### src/rtl/pin_mux_pkg.sv
// Purpose: constants for the pin-function multiplexer.
// Assumes: Avalon-MM word addressing, one 8-bit register per word.
// Notes: ports B to D hold their selections only; port A is decoded.
// Function
// bits 5:4 set port D drive level.
// bits 1:0 set port C drive level.
// drive register bits 7:6 read zero.
// bits 3:2 set middle group drive level.
// PA3 picks I/O, serial in, comparator, LCD.
// PA2 picks I/O with irq one, or LCD.
// PA1 picks I/O irq zero, serial out, LCD.
// PA0 picks I/O capture, capture only, LCD.
// PA7 picks capture I/O, timer out, LCD, analog.
// PA6 picks clock I/O, LCD, analog, reference out.
// PA5 picks I/O, LCD, analog, reference in.
// PA4 picks clock I/O, LCD, analog.
// Software selects pin before enabling peripheral.
// Software sets direction input for shared inputs.
// Software disables peripheral before changing selection.
// Input route register bits 5:0, 7:6 zero.
// Direction one is input, zero drives output.
// Selected function drives the pin, not latch.
package pin_mux_pkg;
	localparam int REG_COUNT = 11;
	localparam logic [3:0] IDX_DRIVE = 4'h0;
	localparam logic [3:0] IDX_PA_LO = 4'h1;
	localparam logic [3:0] IDX_PA_HI = 4'h2;
	localparam logic [3:0] IDX_ROUTE = 4'h8;
	localparam logic [3:0] IDX_PA_DIR = 4'h9;
	localparam logic [3:0] IDX_PA_DATA = 4'hA;
	localparam logic [3:0] IDX_PA_PIN = 4'hB;
	localparam logic [7:0] REG_WMASK [0:REG_COUNT-1] = '{8'h3F, 8'hFF, 8'hFF, 8'hFF, 8'h3F,
		8'hFF, 8'h3F, 8'hFF, 8'h3F, 8'hFF, 8'hFF};
	localparam logic [7:0] REG_RESET [0:REG_COUNT-1] = '{8'h00, 8'h00, 8'h00, 8'h00, 8'h00,
		8'h00, 8'h00, 8'h00, 8'h00, 8'hFF, 8'h00};
	localparam int PC_FIELD_LSB = 0;
	localparam int MID_FIELD_LSB = 2;
	localparam int PD_FIELD_LSB = 4;
	localparam logic [1:0] SEL_00 = 2'h0;
	localparam logic [1:0] SEL_01 = 2'h1;
	localparam logic [1:0] SEL_10 = 2'h2;
	localparam logic [1:0] SEL_11 = 2'h3;
	typedef enum logic [1:0] {BUS_IDLE = 2'h1, BUS_ACK = 2'h2} bus_state_e;
	typedef enum logic [2:0] {
		KIND_GPIO = 3'h0,
		KIND_DRV = 3'h1,
		KIND_PIN_IN = 3'h2,
		KIND_LCD = 3'h3,
		KIND_ANALOG = 3'h4,
		KIND_REF_OUT = 3'h5,
		KIND_REF_IN = 3'h6
	} pin_kind_e;
	localparam pin_kind_e PIN_KIND [0:7][0:3] = '{
		'{KIND_GPIO, KIND_GPIO, KIND_PIN_IN, KIND_LCD},
		'{KIND_GPIO, KIND_GPIO, KIND_DRV, KIND_LCD},
		'{KIND_GPIO, KIND_GPIO, KIND_GPIO, KIND_LCD},
		'{KIND_GPIO, KIND_PIN_IN, KIND_DRV, KIND_LCD},
		'{KIND_GPIO, KIND_GPIO, KIND_LCD, KIND_ANALOG},
		'{KIND_GPIO, KIND_LCD, KIND_ANALOG, KIND_REF_IN},
		'{KIND_GPIO, KIND_LCD, KIND_ANALOG, KIND_REF_OUT},
		'{KIND_GPIO, KIND_DRV, KIND_LCD, KIND_ANALOG}};
endpackage : pin_mux_pkg

### src/rtl/pin_function_select_mux.sv
// Purpose: port A pin-function multiplexer, drive levels and input routing.
// Assumes: peripherals and pins are outside; pins arrive asynchronously.
// Notes: every access answers with exactly one cycle of waitrequest low.
//
// Chosen here: the Avalon-MM interface to the registers and the register offsets.
`timescale 1ns/1ps
`default_nettype none
module pin_function_select_mux
	import pin_mux_pkg::*;
(
	input wire logic sys_clk,
	input wire logic reset_n,
	input wire logic [3:0] avs_address,
	input wire logic avs_read,
	input wire logic avs_write,
	input wire logic [31:0] avs_writedata,
	input wire logic [3:0] avs_byteenable,
	output logic [31:0] avs_readdata,
	output logic avs_waitrequest,
	input wire logic [7:0] pa_pin_in,
	input wire logic comparator_out,
	input wire logic serial_data_out,
	input wire logic periodic_timer_out,
	input wire logic [7:0] lcd_com_seg_drive,
	output logic [7:0] pa_pin_out,
	output logic [7:0] pa_pin_oe_n,
	output logic [7:0] pa_analog_sel,
	output logic reference_voltage_out_sel,
	output logic reference_voltage_in_sel,
	output logic [1:0] port_c_low_drive_field,
	output logic [1:0] port_mid_drive_field,
	output logic [1:0] port_d_drive_field,
	output logic irq_one_route,
	output logic irq_zero_route,
	output logic serial_in_route,
	output logic serial_clk_route,
	output logic chip_select_route,
	output logic receive_route,
	output logic ext_irq_one,
	output logic ext_irq_zero,
	output logic std_timer_capture_in,
	output logic periodic_timer_capture_in,
	output logic compact_timer_clk_in,
	output logic periodic_timer_clk_in,
	output logic serial_data_in
);
	// ----------------------------------------
	// Register bus
	// ----------------------------------------
	bus_state_e state_r, state_nxt;
	logic wait_r, wait_nxt;
	logic [31:0] rdata_r, rdata_nxt;
	logic [7:0] regs_r [0:REG_COUNT-1];
	logic [7:0] regs_nxt [0:REG_COUNT-1];
	logic [7:0] pin_clean_r;

	// Writes land at the edge where the master sees waitrequest low, so the
	// held address and data are used rather than a copy taken earlier.
	always_comb begin
		state_nxt = state_r;
		wait_nxt = 1'b1;
		rdata_nxt = rdata_r;
		regs_nxt = regs_r;
		case (state_r)
			BUS_IDLE: begin
				if (avs_read || avs_write) begin
					state_nxt = BUS_ACK;
					wait_nxt = 1'b0;
					rdata_nxt = 32'h0;
					for (int i = 0; i < REG_COUNT; i++) begin
						if (avs_address == 4'(i)) begin
							rdata_nxt[7:0] = regs_r[i];
						end
					end
					if (avs_address == IDX_PA_PIN) begin
						rdata_nxt[7:0] = pin_clean_r;
					end
				end
			end
			BUS_ACK: begin
				state_nxt = BUS_IDLE;
				for (int i = 0; i < REG_COUNT; i++) begin
					if (avs_write && avs_byteenable[0] && avs_address == 4'(i)) begin
						regs_nxt[i] = avs_writedata[7:0] & REG_WMASK[i];
					end
				end
			end
			default: state_nxt = BUS_IDLE;
		endcase
	end

	always_ff @(posedge sys_clk or negedge reset_n) begin
		if (!reset_n) begin
			state_r <= BUS_IDLE;
			wait_r <= 1'b1;
			rdata_r <= 32'h0;
			regs_r <= REG_RESET;
		end else begin
			state_r <= state_nxt;
			wait_r <= wait_nxt;
			rdata_r <= rdata_nxt;
			regs_r <= regs_nxt;
		end
	end

	assign avs_readdata = rdata_r;
	assign avs_waitrequest = wait_r;

	// ----------------------------------------
	// Pin input synchroniser
	// ----------------------------------------
	logic [7:0] sync1_r, sync2_r, sync3_r;
	logic [7:0] pin_clean_nxt;

	// A bit is accepted only when the last two stages agree, which filters
	// a single-cycle glitch at the cost of one extra cycle of latency.
	always_comb begin
		pin_clean_nxt = (~(sync2_r ^ sync3_r) & sync3_r) | ((sync2_r ^ sync3_r) & pin_clean_r);
	end

	always_ff @(posedge sys_clk or negedge reset_n) begin
		if (!reset_n) begin
			sync1_r <= 8'h00;
			sync2_r <= 8'h00;
			sync3_r <= 8'h00;
			pin_clean_r <= 8'h00;
		end else begin
			sync1_r <= pa_pin_in;
			sync2_r <= sync1_r;
			sync3_r <= sync2_r;
			pin_clean_r <= pin_clean_nxt;
		end
	end

	// ----------------------------------------
	// Port A function decode
	// ----------------------------------------
	logic [15:0] sel_w;
	pin_kind_e kind_w [0:7];
	logic [7:0] periph_drive_w;
	logic [7:0] out_nxt, oe_n_nxt, analog_nxt;

	assign sel_w = {regs_r[IDX_PA_HI], regs_r[IDX_PA_LO]};
	assign periph_drive_w = {periodic_timer_out, 3'h0, comparator_out, 1'b0, serial_data_out, 1'b0};

	generate
		for (genvar p = 0; p < 8; p++) begin : g_pin
			assign kind_w[p] = PIN_KIND[p][sel_w[2*p +: 2]];
			always_comb begin
				case (kind_w[p])
					KIND_GPIO: begin
						out_nxt[p] = regs_r[IDX_PA_DATA][p];
						oe_n_nxt[p] = regs_r[IDX_PA_DIR][p];
					end
					KIND_DRV: begin
						out_nxt[p] = periph_drive_w[p];
						oe_n_nxt[p] = 1'b0;
					end
					KIND_LCD: begin
						out_nxt[p] = lcd_com_seg_drive[p];
						oe_n_nxt[p] = 1'b0;
					end
					default: begin
						out_nxt[p] = 1'b0;
						oe_n_nxt[p] = 1'b1;
					end
				endcase
				analog_nxt[p] = kind_w[p] == KIND_ANALOG || kind_w[p] == KIND_REF_OUT ||
					kind_w[p] == KIND_REF_IN;
			end
		end
	endgenerate

	// ----------------------------------------
	// Output registers
	// ----------------------------------------
	logic [7:0] drive_w, route_w;
	logic [6:0] pin_in_nxt;

	assign drive_w = regs_r[IDX_DRIVE];
	assign route_w = regs_r[IDX_ROUTE];

	// Shared inputs follow the pin only while their function is selected;
	// otherwise the peripheral sees a quiet low.
	always_comb begin
		pin_in_nxt[0] = kind_w[2] == KIND_GPIO && pin_clean_r[2];
		pin_in_nxt[1] = kind_w[1] == KIND_GPIO && pin_clean_r[1];
		pin_in_nxt[2] = (kind_w[0] == KIND_GPIO || kind_w[0] == KIND_PIN_IN) && pin_clean_r[0];
		pin_in_nxt[3] = kind_w[7] == KIND_GPIO && pin_clean_r[7];
		pin_in_nxt[4] = kind_w[6] == KIND_GPIO && pin_clean_r[6];
		pin_in_nxt[5] = kind_w[4] == KIND_GPIO && pin_clean_r[4];
		pin_in_nxt[6] = kind_w[3] == KIND_PIN_IN && pin_clean_r[3];
	end

	always_ff @(posedge sys_clk or negedge reset_n) begin
		if (!reset_n) begin
			pa_pin_out <= 8'h00;
			pa_pin_oe_n <= 8'hFF;
			pa_analog_sel <= 8'h00;
			reference_voltage_out_sel <= 1'b0;
			reference_voltage_in_sel <= 1'b0;
			port_c_low_drive_field <= 2'h0;
			port_mid_drive_field <= 2'h0;
			port_d_drive_field <= 2'h0;
			{irq_one_route, irq_zero_route, serial_in_route} <= 3'h0;
			{serial_clk_route, chip_select_route, receive_route} <= 3'h0;
			{serial_data_in, compact_timer_clk_in, periodic_timer_clk_in} <= 3'h0;
			{periodic_timer_capture_in, std_timer_capture_in} <= 2'h0;
			{ext_irq_zero, ext_irq_one} <= 2'h0;
		end else begin
			pa_pin_out <= out_nxt;
			pa_pin_oe_n <= oe_n_nxt;
			pa_analog_sel <= analog_nxt;
			reference_voltage_out_sel <= kind_w[6] == KIND_REF_OUT;
			reference_voltage_in_sel <= kind_w[5] == KIND_REF_IN;
			port_c_low_drive_field <= drive_w[PC_FIELD_LSB +: 2];
			port_mid_drive_field <= drive_w[MID_FIELD_LSB +: 2];
			port_d_drive_field <= drive_w[PD_FIELD_LSB +: 2];
			{irq_one_route, irq_zero_route, serial_in_route} <= route_w[5:3];
			{serial_clk_route, chip_select_route, receive_route} <= route_w[2:0];
			ext_irq_one <= pin_in_nxt[0];
			ext_irq_zero <= pin_in_nxt[1];
			std_timer_capture_in <= pin_in_nxt[2];
			periodic_timer_capture_in <= pin_in_nxt[3];
			compact_timer_clk_in <= pin_in_nxt[4];
			periodic_timer_clk_in <= pin_in_nxt[5];
			serial_data_in <= pin_in_nxt[6];
		end
	end

	// ----------------------------------------
	// Checks
	// ----------------------------------------
	chk_pd_drive_write: assert property (@(posedge sys_clk) disable iff (!reset_n)
		(state_r == BUS_ACK && avs_write && avs_byteenable[0] && avs_address == IDX_DRIVE)
		|-> ##2 port_d_drive_field == $past(avs_writedata[5:4], 2))
		else $error("port D drive level does not follow the write");
	chk_pc_drive_write: assert property (@(posedge sys_clk) disable iff (!reset_n)
		(state_r == BUS_ACK && avs_write && avs_byteenable[0] && avs_address == IDX_DRIVE)
		|=> ##1 port_c_low_drive_field == $past(avs_writedata[1:0], 2))
		else $error("port C drive level does not follow the write");
	chk_drive_top_zero: assert property (@(posedge sys_clk) disable iff (!reset_n)
		(state_r == BUS_IDLE && avs_read && avs_address == IDX_DRIVE)
		|=> !avs_waitrequest && avs_readdata[7:6] == 2'h0)
		else $error("unimplemented drive bits read nonzero");
	chk_bus_one_wait: assert property (@(posedge sys_clk) disable iff (!reset_n)
		(state_r == BUS_IDLE && (avs_read || avs_write)) |=> !avs_waitrequest ##1 avs_waitrequest)
		else $error("waitrequest low not exactly one cycle");
	chk_pa3_comparator: assert property (@(posedge sys_clk) disable iff (!reset_n)
		sel_w[7:6] == SEL_10 |=> pa_pin_out[3] == $past(comparator_out) && !pa_pin_oe_n[3])
		else $error("PA3 does not carry the comparator output");
	chk_pa2_irq_one: assert property (@(posedge sys_clk) disable iff (!reset_n)
		sel_w[5:4] != SEL_11 |=> ext_irq_one == $past(pin_clean_r[2]))
		else $error("irq one does not follow PA2");
	chk_pa1_serial_out: assert property (@(posedge sys_clk) disable iff (!reset_n)
		sel_w[3:2] == SEL_10 |=> pa_pin_out[1] == $past(serial_data_out) && !pa_pin_oe_n[1])
		else $error("PA1 does not carry serial data out");
	chk_pa7_analog: assert property (@(posedge sys_clk) disable iff (!reset_n)
		sel_w[15:14] == SEL_11 |=> pa_analog_sel[7] && pa_pin_oe_n[7])
		else $error("PA7 analog select not applied");
	chk_route_follow: assert property (@(posedge sys_clk) disable iff (!reset_n)
		$changed(route_w) |=> irq_one_route == $past(route_w[5]) && receive_route == $past(route_w[0]))
		else $error("input routing outputs stale");
	chk_dir_input: assert property (@(posedge sys_clk) disable iff (!reset_n)
		(kind_w[5] == KIND_GPIO && regs_r[IDX_PA_DIR][5]) |=> pa_pin_oe_n[5])
		else $error("PA5 driven while set as input");
	chk_mid_drive_write: assert property (@(posedge sys_clk) disable iff (!reset_n)
		(state_r == BUS_ACK && avs_write && avs_byteenable[0] && avs_address == IDX_DRIVE)
		|-> ##2 port_mid_drive_field == $past(avs_writedata[3:2], 2))
		else $error("middle group drive level does not follow the write");
	chk_pa3_serial_in: assert property (@(posedge sys_clk) disable iff (!reset_n)
		sel_w[7:6] == SEL_01 |=> serial_data_in == $past(pin_clean_r[3]) && pa_pin_oe_n[3])
		else $error("PA3 does not feed serial data in");
	chk_pa3_lcd: assert property (@(posedge sys_clk) disable iff (!reset_n)
		sel_w[7:6] == SEL_11 |=> pa_pin_out[3] == $past(lcd_com_seg_drive[3]) && !pa_pin_oe_n[3])
		else $error("PA3 does not carry its LCD drive");
	chk_pa2_lcd: assert property (@(posedge sys_clk) disable iff (!reset_n)
		sel_w[5:4] == SEL_11 |=> !ext_irq_one && !pa_pin_oe_n[2])
		else $error("PA2 LCD selection leaves irq one live");
	chk_pa1_irq_zero: assert property (@(posedge sys_clk) disable iff (!reset_n)
		(sel_w[3:2] == SEL_00 || sel_w[3:2] == SEL_01) |=> ext_irq_zero == $past(pin_clean_r[1]))
		else $error("irq zero does not follow PA1");
	chk_pa0_capture: assert property (@(posedge sys_clk) disable iff (!reset_n)
		sel_w[1:0] != SEL_11 |=> std_timer_capture_in == $past(pin_clean_r[0]))
		else $error("capture input does not follow PA0");
	chk_pa0_capture_only: assert property (@(posedge sys_clk) disable iff (!reset_n)
		sel_w[1:0] == SEL_10 |=> pa_pin_oe_n[0])
		else $error("PA0 driven while capture only");
	chk_pa7_timer_out: assert property (@(posedge sys_clk) disable iff (!reset_n)
		sel_w[15:14] == SEL_01 |=> pa_pin_out[7] == $past(periodic_timer_out) && !pa_pin_oe_n[7])
		else $error("PA7 does not carry the timer output");
	chk_pa7_capture: assert property (@(posedge sys_clk) disable iff (!reset_n)
		sel_w[15:14] == SEL_00 |=> periodic_timer_capture_in == $past(pin_clean_r[7]))
		else $error("timer capture input does not follow PA7");
	chk_pa6_clock_in: assert property (@(posedge sys_clk) disable iff (!reset_n)
		sel_w[13:12] == SEL_00 |=> compact_timer_clk_in == $past(pin_clean_r[6]))
		else $error("compact timer clock does not follow PA6");
	chk_pa6_ref_out: assert property (@(posedge sys_clk) disable iff (!reset_n)
		sel_w[13:12] == SEL_11 |=> reference_voltage_out_sel && pa_analog_sel[6])
		else $error("PA6 reference output not selected");
	chk_pa5_ref_in: assert property (@(posedge sys_clk) disable iff (!reset_n)
		sel_w[11:10] == SEL_11 |=> reference_voltage_in_sel && pa_analog_sel[5] && pa_pin_oe_n[5])
		else $error("PA5 reference input not selected");
	chk_pa4_clock_in: assert property (@(posedge sys_clk) disable iff (!reset_n)
		(sel_w[9:8] == SEL_00 || sel_w[9:8] == SEL_01) |=> periodic_timer_clk_in == $past(pin_clean_r[4]))
		else $error("timer clock input does not follow PA4");
	chk_pa4_lcd: assert property (@(posedge sys_clk) disable iff (!reset_n)
		sel_w[9:8] == SEL_10 |=> !periodic_timer_clk_in && pa_pin_out[4] == $past(lcd_com_seg_drive[4]))
		else $error("PA4 does not carry its LCD drive");
endmodule : pin_function_select_mux
`default_nettype wire

### config.mk
export PLATFORM = sky130hd
export DESIGN_NAME = pin_function_select_mux
export DESIGN_NICKNAME = d
export VERILOG_FILES = /design/src/rtl/pin_mux_pkg.sv /design/src/rtl/pin_function_select_mux.sv
export SDC_FILE = /design/constraint.sdc
export NUM_CORES = 1
export LEC_CHECK = 0
export BUFFER_PORTS_ARGS = -buffer_cell sky130_fd_sc_hd__buf_4
export CORE_UTILIZATION = 30
export CTS_BUF_LIST = sky130_fd_sc_hd__clkbuf_8
export DETAILED_ROUTE_END_ITERATION = 7
export GPL_TIMING_DRIVEN = 0
export PLACE_DENSITY = 0.59
export RECOVER_POWER = 100
export REMOVE_ABC_BUFFERS = 1
export SYNTH_ARGS = -nofsm -noshare
export SYNTH_HDL_FRONTEND = slang
export SYNTH_SLANG_ARGS = --single-unit
### constraint.sdc
create_clock -name sys_clk -period 4.6 [get_ports sys_clk]
set_input_delay 0.92 -clock sys_clk [delete_from_list [all_inputs] [get_ports sys_clk]]
set_output_delay 0.92 -clock sys_clk [all_outputs]
set_load 0.01 [all_outputs]
==> metrics.txt <==
result of the run=finished clean; clock transition at the register clock pins on the worst setup and hold paths after CTS=around 0.09 ns; clock root buffer master=sky130_fd_sc_hd__clkbuf_8; Critical Path Slowest Stage Cell=sky130_fd_sc_hd__nor2_1; Avg Inst Size Synth=13.5 sq um; number of failing setup endpoints in the final timing report=0; fraction of registers with async set or reset after synthesis=100%; count leader, synth=sky130_fd_sc_hd__dfrtp_1; number of nets in the final layout=between 600 and 700; gpl congestion=0.753; Setup CP Type=in -> reg; number of non-filler instances in the completed layout=873; Resize count post-CTS=0; count of final max-slew check failures=0; first-pass GRT wire length=25.3 mm; number of port buffers=between 80 and 90; Max Clk Rate=about 310 MHz; Routed wire per std cell=about 18 um; launching element type of the critical path=input port; post-route total power=between 3000 and 4000 uW; total negative slack=0 ns; placed cells=841; arrival time reported for the critical path endpoint=around 3.5 ns; Yosys top cell area share=53.5%; hold crit path type=reg -> reg; Post-Syn Area=a little under 7000 sq um; # clock sinks=approximately 160; endpoint class of the critical path=flop; ys flop type=sky130_fd_sc_hd__dfrtp_1; max capacitance violation total=0; required arrival time at the worst endpoint=a little under 5 ns; total length of routed wires=about 16 mm; register area share after synthesis=approximately three fifths; power density relative to cell area=between 400 and 500 nW/um^2; largest net degree at the start of global routing=101; Residual DRC=0; maximum root-to-sink buffer count=2; number of DRC markers in iteration 0=216; starting density of the core=a little under a third; combinational group share of total power=between 15 and 20%; number of flops mapped to enable cells by yosys=0; setup repair after global routing missed its margin=false; flop and latch count out of synthesis=approximately 160; worst-skew pair later-pin latency=~0.46 ns; most frequent cells after synthesis=sky130_fd_sc_hd__dfrtp_1 (146), sky130_fd_sc_hd__mux2_2 (72), sky130_fd_sc_hd__buf_4 (31); x dimension of the die=153 um; layout cell share with drive strength beyond 1=about 27%; via count of the first global-routing pass=4279; net switching fraction of the power=between 20% and 30%; antenna diode count=0; buffers inserted by post-CTS timing repair=0; number of top-level pins=between 100 and 150; sequential fraction of design power=54.2%; Critical Path Max Stage Delay=between 0.9 and 1 ns; antenna-violating nets left=0; number of distinct library cells after synthesis=49; detailed-routing iteration count for the pre-antenna-repair pass=4; total number of vias=a little over 4k; Synth Warn #=0; via/cell ratio=4.71; Final Critical Period=3.19 ns; Post-CTS Hold Buffers=0; Worst slew margin=15.5%; clock group share of total power=approximately 30%; highest fanout seen on the critical path=13; global-route congestion overflow total=0; die footprint=23400 sq um; antenna violations before repair=0; Internal=between 2000 and 2500 uW; area of the core region=22100 sq um; period utilization=just under 70%; VDD IR max=between 0.15 and 0.2 mV; top post-synthesis cells by area=sky130_fd_sc_hd__dfrtp_1 (54%), sky130_fd_sc_hd__mux2_2 (12%), sky130_fd_sc_hd__dfstp_2 (6.9%); worst-case clock skew=0.00863 ns; leakage power summed over all cells=about 0.0035 uW; total number of placement rows=54; worst-margin pin slew=about 1.3 ns; vertical die dimension=around 150 um; largest area contributor in the synthesized netlist=sky130_fd_sc_hd__dfrtp_1; GRT Resource Usage Total=between 10% and 20%; relative area change from synthesis to final layout=12.8%; number of cells produced by synthesis=between 500 and 600; H-Tree Depth=4; NetSw=965 uW; Inserted Clock Buffers=17; final HPWL from detailed placement=10.6 mm; CP Cell Sequence=clkbuf_1 -> nor2b_1 -> nand2_2 -> nor2_1 -> mux2_2; final hold violation count=0; TritonCTS clock tree=built
-- sequential cells by signal, indices dropped and copies added (netlist names), 2 cells and up, named ones only --
register	flops
port_c_low_drive_field	2
regs_r	68
route_w	6
pa_analog_sel	4
port_d_drive_field	2
sync1_r	8
avs_readdata	8
port_mid_drive_field	2
state_r	2
sync3_r	8
pa_pin_oe_n	8
pa_pin_out	8
sync2_r	8
drive_w	6
-- worst paths after layout --
path / startpoint / endpoint / slack (ns) / cells past startpoint
setup / recovery: avs_address[2] / regs_r[7] / 1.41 / 5
hold / removal: sync1_r[0] / sync2_r[0] / 0.35 / 0
setup reg to reg: state_r[0] / regs_r[7] / 2.02 / 4
hold reg to reg: sync1_r[0] / sync2_r[0] / 0.35 / 0
max in group asynchronous: reset_n / pa_pin_oe_n[7] / 3.34 / 2
min in group asynchronous: reset_n / irq_zero_route / 0.37 / 1
-- per-stage QoR --
step	hold WS [ns]	setup WS, ns	utilization (%)	instance area, sq um
floorplan	0.331	2.31	-	6590
global placement	0.336	1.54	34.3	7570
detailed placement	0.336	1.48	34.4	7610
CTS	0.357	1.98	36.1	7990
global route	0.362	1.40	34.9	7700
finish	0.355	1.41	34.9	7700
-- kinds of logic (layout without fill, tap and decap cells) --
group | after synthesis | count (layout) | synth area share [%]
AOI/OAI and AO/OA | 70 | 70 | 7.02
adders and majority gates | 8 | 8 | 1.17
DFF | 164 | 164 | 60.4
other | 1 | 28 | 0.0549
buffers and inverters | 68 | 130 | 5.66
muxes | 106 | 106 | 19.1
and+or+nand+nor | 87 | 87 | 6.54
-- area by class of cell --
class / count / area [sq um]
tap: 280 / 350
multi-input combinational: 299 / 2320
sequential: 164 / 4130
timing repair buffer: 86 / 478
inverter: 12 / 45.0
fill: 2180 / 14400
clock inverter: 15 / 143
clock buffer: 17 / 234
-- power by group through the flow --
stage	Sequential, uW	Combinational [uW]	Clock [uW]
2_1_floorplan	1810	267	0
5_1_grt	1800	556	1100
4_1_cts	1780	593	1040
3_3_place_gp	1800	577	0
3_5_place_dp	1810	593	0
6_report	1770	495	1000
-- metal layers --
metal  GRT usage, %  part of all wire, %  up-vias
met5              0                    0        -
met4           5.19                  1.5        0
met3           3.88                  6.0       24
met2           22.3                   47      125
met1           18.9                   45     2100
li1               -                    -     1860
-- placed cells by master (no fill, tap or decap), drive strengths merged, types with 5 or more instances in the layout --
| cell | Yosys | final |
|---|---|---|
| mux4 | 5 | 5 |
| o22ai | 5 | 5 |
| mux2i | 11 | 11 |
| inv | 12 | 19 |
| clkinv | 0 | 6 |
| nand2 | 22 | 22 |
| o21ai | 15 | 15 |
| dfstp | 18 | 18 |
| nor2b | 6 | 6 |
| and2 | 6 | 6 |
| nand3b | 5 | 5 |
| clkbuf | 12 | 80 |
| nor2 | 32 | 32 |
| a21o | 5 | 5 |
| conb | 1 | 28 |
| dfrtp | 146 | 146 |
| o221ai | 8 | 8 |
| mux2 | 90 | 90 |
| a21oi | 11 | 11 |
| maj3 | 8 | 8 |
| buf | 44 | 23 |
-- worst max-delay path: cells and delay by family --
kind | cells | cell delay [ns]
buffers and inverters | 1 | 0.27
multiplexers | 1 | 0.42
AND/OR/NAND/NOR | 3 | 1.92
(Power assumes the default switching activity.)
